--- config.mk ---
export PLATFORM = sky130hd
export DESIGN_NAME = drive_fault_annunciator
export DESIGN_NICKNAME = d
export VERILOG_FILES = /design/src/shared/annunciator_pkg.sv /design/src/design/drive_fault_annunciator.sv /design/src/design/code_selector.sv
export SDC_FILE = /design/constraint.sdc
export NUM_CORES = 1
export LEC_CHECK = 0
export ABC_CLOCK_PERIOD_IN_PS = 2900
export BUFFER_PORTS_ARGS = -buffer_cell sky130_fd_sc_hd__buf_4
export CAP_MARGIN = 0
export CORE_ASPECT_RATIO = 2
export CORE_UTILIZATION = 25
export DETAILED_ROUTE_END_ITERATION = 12
export SLEW_MARGIN = 20
export SYNTH_ARGS = -nofsm -noshare
export SYNTH_HDL_FRONTEND = slang
export SYNTH_SLANG_ARGS = --single-unit
--- constraint.sdc ---
create_clock -name clk -period 2.9 [get_ports clk]
set_input_delay 0.725 -clock clk [delete_from_list [all_inputs] [get_ports clk]]
set_output_delay 0.725 -clock clk [all_outputs]
set_load 0.03 [all_outputs]
--- src/shared/annunciator_pkg.sv ---
// Shared constants, register map and carrier types for the annunciator
package annunciator_pkg;

  localparam int DATA_W = 32;
  localparam int ADDR_W = 4;

  // Register offsets on the plain register port
  localparam logic [ADDR_W-1:0] REG_CTRL        = 4'h0;
  localparam logic [ADDR_W-1:0] REG_THR_I2T     = 4'h1;
  localparam logic [ADDR_W-1:0] REG_THR_REGEN   = 4'h2;
  localparam logic [ADDR_W-1:0] REG_THR_FOLLOW  = 4'h3;
  localparam logic [ADDR_W-1:0] REG_LIM_FOLLOW  = 4'h4;
  localparam logic [ADDR_W-1:0] REG_WARNINGS    = 4'h5;
  localparam logic [ADDR_W-1:0] REG_ERRORS      = 4'h6;
  localparam logic [ADDR_W-1:0] REG_DISPLAY     = 4'h7;
  localparam logic [ADDR_W-1:0] REG_OUTPUTS     = 4'h8;

  // Control register fields
  localparam int CTRL_PHASE_SUPPRESS = 0;
  localparam int CTRL_DOUT0_WARN     = 1;
  localparam int CTRL_DOUT0_ERR      = 2;
  localparam int CTRL_DOUT1_WARN     = 3;
  localparam int CTRL_DOUT1_ERR      = 4;
  localparam int CTRL_W              = 5;

  // Reset values
  localparam logic [CTRL_W-1:0] CTRL_RESET = 5'h00;
  localparam logic [15:0]       THR_RESET  = 16'hffff;

  // Timing
  localparam int CLK_HZ          = 10_000_000;
  localparam int VERSION_TIME_MS = 1000;
  localparam int VERSION_CYCLES  = CLK_HZ / 1000 * VERSION_TIME_MS;
  localparam int FLASH_HALF_MS   = 500;
  localparam int FLASH_CYCLES    = CLK_HZ / 1000 * FLASH_HALF_MS;
  localparam int CNT_W           = 24;
  // Settling time the controller must leave after mains on
  localparam int MAINS_SETTLE_MS = 500;

  // Least DC link voltage at enable, in volts
  localparam logic [15:0] DC_LINK_MIN_V = 16'h0064;

  // Warning code numbers (index into the warning vector)
  localparam int WARN_N       = 33;
  localparam int W_I2T        = 1;
  localparam int W_REGEN      = 2;
  localparam int W_FOLLOW     = 3;
  localparam int W_RESP_MON   = 4;
  localparam int W_PHASE      = 5;
  localparam int W_SW_LIM1    = 6;
  localparam int W_SW_LIM2    = 7;
  localparam int W_MOTION     = 8;
  localparam int W_NO_HOME    = 9;
  localparam int W_POS_LIM    = 10;
  localparam int W_NEG_LIM    = 11;
  localparam int W_ENC_DEF    = 12;
  localparam int W_ENC_REF    = 14;
  localparam int W_VC_TABLE   = 15;
  localparam int W_BETA       = 32;

  // Error code numbers (index into the error vector)
  localparam int ERR_N        = 24;
  localparam int E_HEAT_SINK  = 1;
  localparam int E_DC_OVER    = 2;
  localparam int E_FOLLOW     = 3;
  localparam int E_FEEDBACK   = 4;
  localparam int E_DC_UNDER   = 5;
  localparam int E_CAN_OFF    = 23;

  typedef enum logic [2:0] {
    DISP_VERSION     = 3'b000,
    DISP_RATING      = 3'b001,
    DISP_MAINS_READY = 3'b010,
    DISP_ENABLED     = 3'b011,
    DISP_WARNING     = 3'b100,
    DISP_ERROR       = 3'b101,
    DISP_RESET_IN    = 3'b110
  } disp_kind_t;

  typedef struct packed {
    disp_kind_t  kind;
    logic [7:0]  num;
    logic        dot;
  } display_t;

  typedef struct packed {
    logic resp_monitor;
    logic phase_missing;
    logic sw_limit1;
    logic sw_limit2;
    logic motion_fault;
    logic no_home;
    logic pos_limit;
    logic neg_limit;
    logic enc_defaults;
    logic enc_ref_reset;
    logic vc_table_err;
    logic beta_firmware;
    logic reset_on_input;
  } warn_src_t;

  typedef struct packed {
    logic heat_sink_ot;
    logic dc_overvolt;
    logic feedback_bad;
    logic can_bus_off;
  } err_src_t;

  typedef struct packed {
    logic [15:0] i2t;
    logic [15:0] regen;
    logic [15:0] follow;
  } meas_t;

endpackage

--- src/design/drive_fault_annunciator.sv ---
// Drive status display sequencing and warning/error annunciation
//
// Summary of operation
// - At power-up show firmware version, after one second the status.
// - Auxiliary supply only: show current rating, dot flashing.
// - Mains present, not enabled: show mains-ready status, dot flashing.
// - Mains present and enabled: show enabled status, dot flashing.
// - Warnings keep drive enabled and fault relay closed.
// - Each digital output can be set to assert on any warning.
// - An active warning is shown as its code on the display.
// - n01 i2t, n02 regen power, n03 following error, thresholds set.
// - n06/n07 software limits, n10/n11 hardware limit switches.
// - n08 faulty motion task, n09 motion without home reference.
// - n05 missing mains phase unless suppressed for single phase.
// - n04 fieldbus monitor, n12 encoder defaults, n14, n15 table error.
// - n13, n16..n31 reserved; n32 beta firmware; A reset on input.
// - Errors disable drive, apply brake and open fault relay.
// - Digital outputs can assert on errors; error code is displayed.
// - F01 heat sink, F02 overvoltage, F03 following, F04 feedback.
// - F05 when DC link is under 100 V as the drive is enabled.
// - F23 when the CAN bus goes bus-off.
//
// The implementer's own choices: the register addresses and the plain strobed port.
`timescale 1ns/1ns
module drive_fault_annunciator #(
  parameter int         VERSION_CYCLES = annunciator_pkg::VERSION_CYCLES,
  parameter int         FLASH_CYCLES   = annunciator_pkg::FLASH_CYCLES,
  // Arbitrary firmware version value
  parameter logic [7:0] FW_VERSION     = 8'h11,
  parameter logic [7:0] CURRENT_RATING = 8'h01
) (
  input  wire logic                                 clk,
  input  wire logic                                 reset,
  input  wire logic [annunciator_pkg::ADDR_W-1:0]   reg_addr,
  input  wire logic [annunciator_pkg::DATA_W-1:0]   reg_wdata,
  input  wire logic                                 reg_wr,
  input  wire logic                                 reg_rd,
  output logic      [annunciator_pkg::DATA_W-1:0]   reg_rdata,
  input  wire logic                                 mains_on,
  input  wire logic                                 enable_in,
  input  wire logic [15:0]                          dc_link_volts,
  input  annunciator_pkg::meas_t                    meas,
  input  annunciator_pkg::warn_src_t                warn_src,
  input  annunciator_pkg::err_src_t                 err_src,
  output annunciator_pkg::display_t                 display,
  output logic                                      drive_enabled,
  output logic                                      brake_applied,
  output logic                                      fault_relay_closed,
  output logic      [1:0]                           dig_out
);

  typedef enum logic [0:0] {
    BOOT_VERSION = 1'b0,
    BOOT_RUN     = 1'b1
  } boot_t;

  typedef struct packed {
    boot_t                                 boot;
    logic [annunciator_pkg::CNT_W-1:0]     boot_cnt;
    logic [annunciator_pkg::CNT_W-1:0]     flash_cnt;
    logic                                  dot_on;
    logic [annunciator_pkg::CTRL_W-1:0]    ctrl;
    logic [15:0]                           thr_i2t;
    logic [15:0]                           thr_regen;
    logic [15:0]                           thr_follow;
    logic [15:0]                           lim_follow;
    logic [annunciator_pkg::ERR_N-1:0]     err_latch;
    logic                                  enable_prev;
    logic [annunciator_pkg::DATA_W-1:0]    rdata;
    annunciator_pkg::display_t             disp;
    logic                                  drive_en;
    logic                                  brake;
    logic                                  relay_closed;
    logic [1:0]                            dout;
  } state_t;

  state_t                                  state_q;
  state_t                                  state_d;
  logic [annunciator_pkg::WARN_N-1:0]      warn_vec;
  logic [annunciator_pkg::ERR_N-1:0]       err_set;
  logic [annunciator_pkg::ERR_N-1:0]       err_next;
  annunciator_pkg::display_t               status_disp;
  annunciator_pkg::display_t               shown_disp;
  logic                                    any_warn;
  logic                                    any_err;
  logic                                    run_en;

  localparam logic [annunciator_pkg::CNT_W-1:0] BOOT_LAST =
    annunciator_pkg::CNT_W'(VERSION_CYCLES - 1);
  localparam logic [annunciator_pkg::CNT_W-1:0] FLASH_LAST =
    annunciator_pkg::CNT_W'(FLASH_CYCLES - 1);

  // Warning vector indexed by code number; reserved codes stay zero
  always_comb begin
    warn_vec = '0;
    warn_vec[annunciator_pkg::W_I2T]    = meas.i2t > state_q.thr_i2t;
    warn_vec[annunciator_pkg::W_REGEN]  = meas.regen > state_q.thr_regen;
    warn_vec[annunciator_pkg::W_FOLLOW] = meas.follow > state_q.thr_follow;
    warn_vec[annunciator_pkg::W_RESP_MON] = warn_src.resp_monitor;
    warn_vec[annunciator_pkg::W_ENC_DEF]  = warn_src.enc_defaults;
    warn_vec[annunciator_pkg::W_ENC_REF]  = warn_src.enc_ref_reset;
    warn_vec[annunciator_pkg::W_VC_TABLE] = warn_src.vc_table_err;
    warn_vec[annunciator_pkg::W_PHASE] = warn_src.phase_missing &
      ~state_q.ctrl[annunciator_pkg::CTRL_PHASE_SUPPRESS];
    warn_vec[annunciator_pkg::W_SW_LIM1] = warn_src.sw_limit1;
    warn_vec[annunciator_pkg::W_SW_LIM2] = warn_src.sw_limit2;
    warn_vec[annunciator_pkg::W_POS_LIM] = warn_src.pos_limit;
    warn_vec[annunciator_pkg::W_NEG_LIM] = warn_src.neg_limit;
    warn_vec[annunciator_pkg::W_MOTION]  = warn_src.motion_fault;
    warn_vec[annunciator_pkg::W_NO_HOME] = warn_src.no_home;
    warn_vec[annunciator_pkg::W_BETA] = warn_src.beta_firmware;
  end

  // Errors are sticky until software clears them
  always_comb begin
    err_set = '0;
    err_set[annunciator_pkg::E_HEAT_SINK] = err_src.heat_sink_ot;
    err_set[annunciator_pkg::E_DC_OVER]   = err_src.dc_overvolt;
    err_set[annunciator_pkg::E_FOLLOW]    = meas.follow > state_q.lim_follow;
    err_set[annunciator_pkg::E_FEEDBACK]  = err_src.feedback_bad;
    err_set[annunciator_pkg::E_DC_UNDER]  = enable_in &
      ~state_q.enable_prev &
      (dc_link_volts < annunciator_pkg::DC_LINK_MIN_V);
    err_set[annunciator_pkg::E_CAN_OFF]   = err_src.can_bus_off;
  end

  // Kept apart from the state update so no process reads its own output
  // Write one to clear; a fault present in the same cycle stays latched
  always_comb begin
    err_next = state_q.err_latch | err_set;
    if (reg_wr && reg_addr == annunciator_pkg::REG_ERRORS) begin
      err_next = (state_q.err_latch &
        ~reg_wdata[annunciator_pkg::ERR_N-1:0]) | err_set;
    end
  end

  assign any_warn = (warn_vec != '0) | warn_src.reset_on_input;
  assign any_err  = err_next != '0;

  // Power status shown when no code is pending
  always_comb begin
    status_disp.dot = state_q.dot_on;
    if (state_q.boot == BOOT_VERSION) begin
      status_disp.kind = annunciator_pkg::DISP_VERSION;
      status_disp.num  = FW_VERSION;
      status_disp.dot  = 1'b0;
    end else if (!mains_on) begin
      status_disp.kind = annunciator_pkg::DISP_RATING;
      status_disp.num  = CURRENT_RATING;
    end else if (!state_q.drive_en) begin
      status_disp.kind = annunciator_pkg::DISP_MAINS_READY;
      status_disp.num  = 8'h00;
    end else begin
      status_disp.kind = annunciator_pkg::DISP_ENABLED;
      status_disp.num  = 8'h00;
    end
  end

  code_selector u_select (
    .status     (status_disp),
    .warn_vec   (warn_vec),
    .reset_warn (warn_src.reset_on_input),
    .err_vec    (state_q.err_latch),
    .shown      (shown_disp)
  );

  // Drive runs only after boot; the controller is trusted for mains timing
  // enable gated by mains
  assign run_en = enable_in & mains_on & (state_q.boot == BOOT_RUN);

  always_comb begin
    state_d = state_q;

    if (state_q.boot == BOOT_VERSION) begin
      if (state_q.boot_cnt == BOOT_LAST) begin
        state_d.boot = BOOT_RUN;
      end else begin
        state_d.boot_cnt = state_q.boot_cnt + 1'b1;
      end
    end

    if (state_q.flash_cnt == FLASH_LAST) begin
      state_d.flash_cnt = '0;
      state_d.dot_on    = ~state_q.dot_on;
    end else begin
      state_d.flash_cnt = state_q.flash_cnt + 1'b1;
    end

    state_d.enable_prev = enable_in;

    // Register writes
    if (reg_wr) begin
      if (reg_addr == annunciator_pkg::REG_CTRL) begin
        state_d.ctrl = reg_wdata[annunciator_pkg::CTRL_W-1:0];
      end else if (reg_addr == annunciator_pkg::REG_THR_I2T) begin
        state_d.thr_i2t = reg_wdata[15:0];
      end else if (reg_addr == annunciator_pkg::REG_THR_REGEN) begin
        state_d.thr_regen = reg_wdata[15:0];
      end else if (reg_addr == annunciator_pkg::REG_THR_FOLLOW) begin
        state_d.thr_follow = reg_wdata[15:0];
      end else if (reg_addr == annunciator_pkg::REG_LIM_FOLLOW) begin
        state_d.lim_follow = reg_wdata[15:0];
      end
    end

    // Set wins over a clear in the same cycle
    state_d.err_latch = err_next;

    state_d.drive_en     = run_en & (err_next == '0);
    state_d.brake        = ~state_d.drive_en;
    state_d.relay_closed = ~any_err;

    state_d.dout[0] =
      (state_q.ctrl[annunciator_pkg::CTRL_DOUT0_WARN] & any_warn) |
      (state_q.ctrl[annunciator_pkg::CTRL_DOUT0_ERR]  & any_err);
    state_d.dout[1] =
      (state_q.ctrl[annunciator_pkg::CTRL_DOUT1_WARN] & any_warn) |
      (state_q.ctrl[annunciator_pkg::CTRL_DOUT1_ERR]  & any_err);

    state_d.disp = shown_disp;

    // Read data stands only in the cycle after the strobe
    state_d.rdata = '0;
    if (reg_rd) begin
      if (reg_addr == annunciator_pkg::REG_CTRL) begin
        state_d.rdata = 32'(state_q.ctrl);
      end else if (reg_addr == annunciator_pkg::REG_THR_I2T) begin
        state_d.rdata = 32'(state_q.thr_i2t);
      end else if (reg_addr == annunciator_pkg::REG_THR_REGEN) begin
        state_d.rdata = 32'(state_q.thr_regen);
      end else if (reg_addr == annunciator_pkg::REG_THR_FOLLOW) begin
        state_d.rdata = 32'(state_q.thr_follow);
      end else if (reg_addr == annunciator_pkg::REG_LIM_FOLLOW) begin
        state_d.rdata = 32'(state_q.lim_follow);
      end else if (reg_addr == annunciator_pkg::REG_WARNINGS) begin
        state_d.rdata = warn_vec[32:1];
      end else if (reg_addr == annunciator_pkg::REG_ERRORS) begin
        state_d.rdata = 32'(state_q.err_latch);
      end else if (reg_addr == annunciator_pkg::REG_DISPLAY) begin
        state_d.rdata = 32'(state_q.disp);
      end else if (reg_addr == annunciator_pkg::REG_OUTPUTS) begin
        state_d.rdata = {27'h0000000, warn_src.reset_on_input,
                         state_q.dout, state_q.relay_closed,
                         state_q.drive_en};
      end
    end
  end

  always_ff @(posedge clk) begin
    if (reset) begin
      state_q              <= '0;
      state_q.boot         <= BOOT_VERSION;
      state_q.ctrl         <= annunciator_pkg::CTRL_RESET;
      state_q.thr_i2t      <= annunciator_pkg::THR_RESET;
      state_q.thr_regen    <= annunciator_pkg::THR_RESET;
      state_q.thr_follow   <= annunciator_pkg::THR_RESET;
      state_q.lim_follow   <= annunciator_pkg::THR_RESET;
      state_q.brake        <= 1'b1;
      state_q.relay_closed <= 1'b1;
      state_q.disp.kind    <= annunciator_pkg::DISP_VERSION;
      state_q.disp.num     <= FW_VERSION;
    end else begin
      state_q <= state_d;
    end
  end

  assign reg_rdata          = state_q.rdata;
  assign display            = state_q.disp;
  assign drive_enabled      = state_q.drive_en;
  assign brake_applied      = state_q.brake;
  assign fault_relay_closed = state_q.relay_closed;
  assign dig_out            = state_q.dout;

endmodule

--- src/design/code_selector.sv ---
// Chooses what the front panel shows: error, warning or power status
`timescale 1ns/1ns
module code_selector (
  input  annunciator_pkg::display_t                status,
  input  wire logic [annunciator_pkg::WARN_N-1:0]  warn_vec,
  input  wire logic                                reset_warn,
  input  wire logic [annunciator_pkg::ERR_N-1:0]   err_vec,
  output annunciator_pkg::display_t                shown
);

  // Lowest set code number; index 0 is never a code
  function automatic logic [7:0] lowest_code(input logic [63:0] v);
    logic [7:0] n;
    n = 8'h00;
    for (int i = 63; i > 0; i--) begin
      if (v[i]) begin
        n = 8'(i);
      end
    end
    return n;
  endfunction

  always_comb begin
    shown = status;
    if (err_vec != '0) begin
      shown.kind = annunciator_pkg::DISP_ERROR;
      shown.num  = lowest_code(64'(err_vec));
      shown.dot  = 1'b0;
    end else if (warn_vec != '0) begin
      shown.kind = annunciator_pkg::DISP_WARNING;
      shown.num  = lowest_code(64'(warn_vec));
      shown.dot  = 1'b0;
    end else if (reset_warn) begin
      shown.kind = annunciator_pkg::DISP_RESET_IN;
      shown.num  = 8'h00;
      shown.dot  = 1'b0;
    end
  end

endmodule

==> results.py <==
metrics = {
    "routing": {
        "avgViaCountPerCell": 5.07,
        "route.antenna.remaining_nets": 0,
        "remaining_drc_errors": 0,
        "route.vias.total": 9606,
        "post_drt_wl_per_cell_um": 21.0,
        "firstDrtPassIters": 5,
        "postRouteWirelength_um": 39800,
        "drt_first_iter_violations": 650,
    },
    "final_layout": {
        "num-nets-final": 1545,
        "layout_common_cells": "buf_4 (204), dfxtp_1 (184), nand2_1 (161)",
        "area_delta_synth_final_pct": 23.3,
        "drive_gt1_share_pct": 18.7,
        "final_common_cell": "buf_4",
        "fin_cells": 1894,
        "nFillCells": 4176,
    },
    "synthesis": {
        "synth_edf_count": 0,
        "synthFlopType": "dfxtp_1",
        "synthCells": 1224,
        "avgSynthCellArea_sq_um": 8.12,
        "yosysWarningCount": 0,
        "asyncSetResetFlopFracSynth_pct": 0,
        "synth.lib_cells_used.distinct": 76,
        "ys_ff_latch": 184,
        "synthesis.area_sq_mm": 0.00993,
        "ys_seq_area_share_pct": 37.1,
    },
    "placement": {
        "final_replace_weighted_congestion": 1.00,
        "port_buffers": 152,
        "post-place-cells": 1862,
        "hpwlAfterDp_um": 31800,
    },
    "clock_tree": {
        "path_clk_slew_ns": 0.08,
        "cts_root_buf": "clkbuf_16",
        "holdBufCountCts": 0,
        "tritoncts": "built",
        "numCtsBuffers": 17,
        "cts-root-to-sink-buffers": 2,
        "post_cts_resized": 0,
        "numClockSinks": 184,
        "htree_levels": 4,
        "clkLatencyLatePin_ns": 0.46,
        "post_cts_setup_bufs": 0,
    },
    "timing": {
        "post-route-period-util_pct": 90.3,
        "timing.clock.skew_ns": 0.0160,
        "fmax_mhz": 382,
        "rsz0062_at_grt": "no",
        "final_max_slew_viol_count": 0,
        "min_period_ns": 2.62,
        "tightest_slew_ns": 0.602,
        "timing.final.hold_violations": 0,
        "setup_viol_count_final": 0,
        "tns_ns": 0,
        "max_slew_margin_pct": 59.6,
    },
    "global_routing": {
        "maximum_number_of_pins_on_one_net_before_global_route_repair": 48,
        "antenna_violations_before_repair": 0,
        "first_global_vias": 9580,
        "gr-usage-all-layers_pct": 19.8,
        "grt_overflow": 0,
        "grt_pass1_wl_um": 57900,
    },
    "power": {
        "vdd.ir_drop.worst_mv": 0.296,
        "static-leakage-power_nw": 5.50,
        "power_density_mw_per_mm2": 469,
        "final_total_pwr_mw": 5.75,
    },
    "floorplanning": {
        "coreArea_sq_mm": 0.0393,
        "chipHeight_um": 284,
        "io_pins": 172,
        "die_area_sq_mm": 0.0406,
        "die_x_um": 143,
        "placement_rows": 103,
        "start_util_pct": 25.3,
    },
    "worst_setup_path": {
        "critical_path_peak_fanout": 3,
        "arrival_ns": 3.02,
        "startpoint_type": "flop",
        "start_to_end_type_of_the_worst_setup_path": "reg -> reg",
        "regToRegStartpoint": "state_q[127]",
        "worst_ep_required_time_ns": 3.30,
        "critPathCaptureType": "flop",
        "setup.worst_path.start": "state_q[127]",
    },
    "worst_hold_path": {
        "hold_path_startpoint": "state_q[144]",
        "worst_hold_path_type": "reg -> reg",
    },
    "run": {
        "drv_cap": 0,
    },
    "outcome": {
        "status": "finished, final reports clean",
    },
}
-- Yosys cell counts (7+ instances only) --
| cell | n | area (sq um) |
|---|---|---|
| buf_4 | 46 | 345 |
| and3_1 | 26 | 163 |
| clkbuf_1 | 49 | 184 |
| xor2_1 | 27 | 236 |
| nor2b_1 | 14 | 87.6 |
| nand2b_1 | 8 | 50.1 |
| or3_1 | 15 | 93.8 |
| ha_1 | 66 | 826 |
| nand3_1 | 56 | 280 |
| a22oi_1 | 9 | 67.6 |
| nand2_1 | 161 | 604 |
| xnor2_1 | 11 | 96.3 |
| nand4_1 | 28 | 175 |
| nor4_1 | 10 | 62.6 |
| dfxtp_1 | 184 | 3680 |
| a222oi_1 | 10 | 100 |
| o211ai_1 | 57 | 428 |
| inv_1 | 85 | 319 |
| nand3b_1 | 7 | 52.6 |
| a21oi_1 | 55 | 275 |
| a211oi_1 | 8 | 60.1 |
| and4_1 | 7 | 61.3 |
| nor3_1 | 17 | 85.1 |
| o21a_1 | 7 | 52.6 |
| o21ai_0 | 45 | 225 |
| nor2_1 | 107 | 402 |
-- sequential cells by signal, indices dropped and copies added, names as in the netlist --
register            flops
state_q               144
reg_rdata              25
brake_applied           1
display                10
fault_relay_closed      1
drive_enabled           1
dig_out                 2
-- final cells by class --
| type | instances | area [sq um] | share of cell area, % |
|---|---|---|---|
| tap | 525 | 657 | 5.36 |
| clock buffer | 17 | 425 | 3.47 |
| multi-input combinational | 860 | 5410 | 44.1 |
| timing repair buffer | 207 | 1590 | 13.0 |
| antenna | 1 | 2.50 | 0.0204 |
| inverter | 86 | 323 | 2.64 |
| sequential | 184 | 3680 | 30.1 |
| clock inverter | 14 | 158 | 1.29 |
-- stage by stage --
| stage | hold WS (ns) | cell area, sq um | setup slack (ns) | util (%) |
|---|---|---|---|---|
| 2_1_floorplan | 0.426 | 9960 | 0.285 | - |
| 3_3_place_gp | 0.438 | 11700 | -0.0929 | 29.7 |
| 3_5_place_dp | 0.454 | 11700 | -0.0917 | 29.7 |
| 4_1_cts | 0.471 | 12200 | 0.308 | 31.1 |
| 5_1_grt | 0.492 | 12200 | 0.111 | 31.1 |
| 6_report | 0.469 | 12200 | 0.281 | 31.2 |
-- worst paths after layout --
kind                                     end  slack [ns]  cells after the start
worst min-delay path            state_q[144]        0.47                      1
worst min register to register  state_q[144]        0.47                      1
worst max-delay path            reg_rdata[0]        0.28                     10
worst max register to register  reg_rdata[0]        0.28                     10
-- power by group --
group	internal (mW)	switching (mW)	total, mW
registers	2.57	0.0460	2.62
clock network	1.22	1.13	2.35
logic	0.303	0.472	0.775
total	4.10	1.65	5.75
-- critical path, cell delays in order, from the launching register on --
cell	delay, ns
dfxtp_1	0.37
inv_1	0.11
ha_1	0.31
nand4_1	0.13
a21oi_1	0.15
o311ai_1	0.10
a32oi_1	0.47
buf_4	0.23
o21ai_0	0.09
a21oi_1	0.42
buf_4	0.19
-- per-layer routing --
| metal | GRT usage [%] | up-vias | share of wire [%] |
|---|---|---|---|
| li1 | - | 4552 | - |
| met1 | 17.8 | 4566 | 33 |
| met2 | 36.8 | 354 | 52 |
| met3 | 3.44 | 134 | 4.9 |
| met4 | 17.9 | 0 | 9.6 |
| met5 | 0 | - | 0 |
-- cell families after synthesis --
family                   Yosys count  synth area share [%]
AO/OA/AOI/OAI                    261                  18.1
XOR/XNOR                          38                  3.35
adder cells (fa/ha/maj)           66                  8.31
buffers and inverters            188                  8.94
flip-flops                       184                  37.1
multiplexers                       3                 0.428
other                              1                0.0377
AND/OR/NAND/NOR                  483                  23.8
Power figures use the tool's default switching activity.
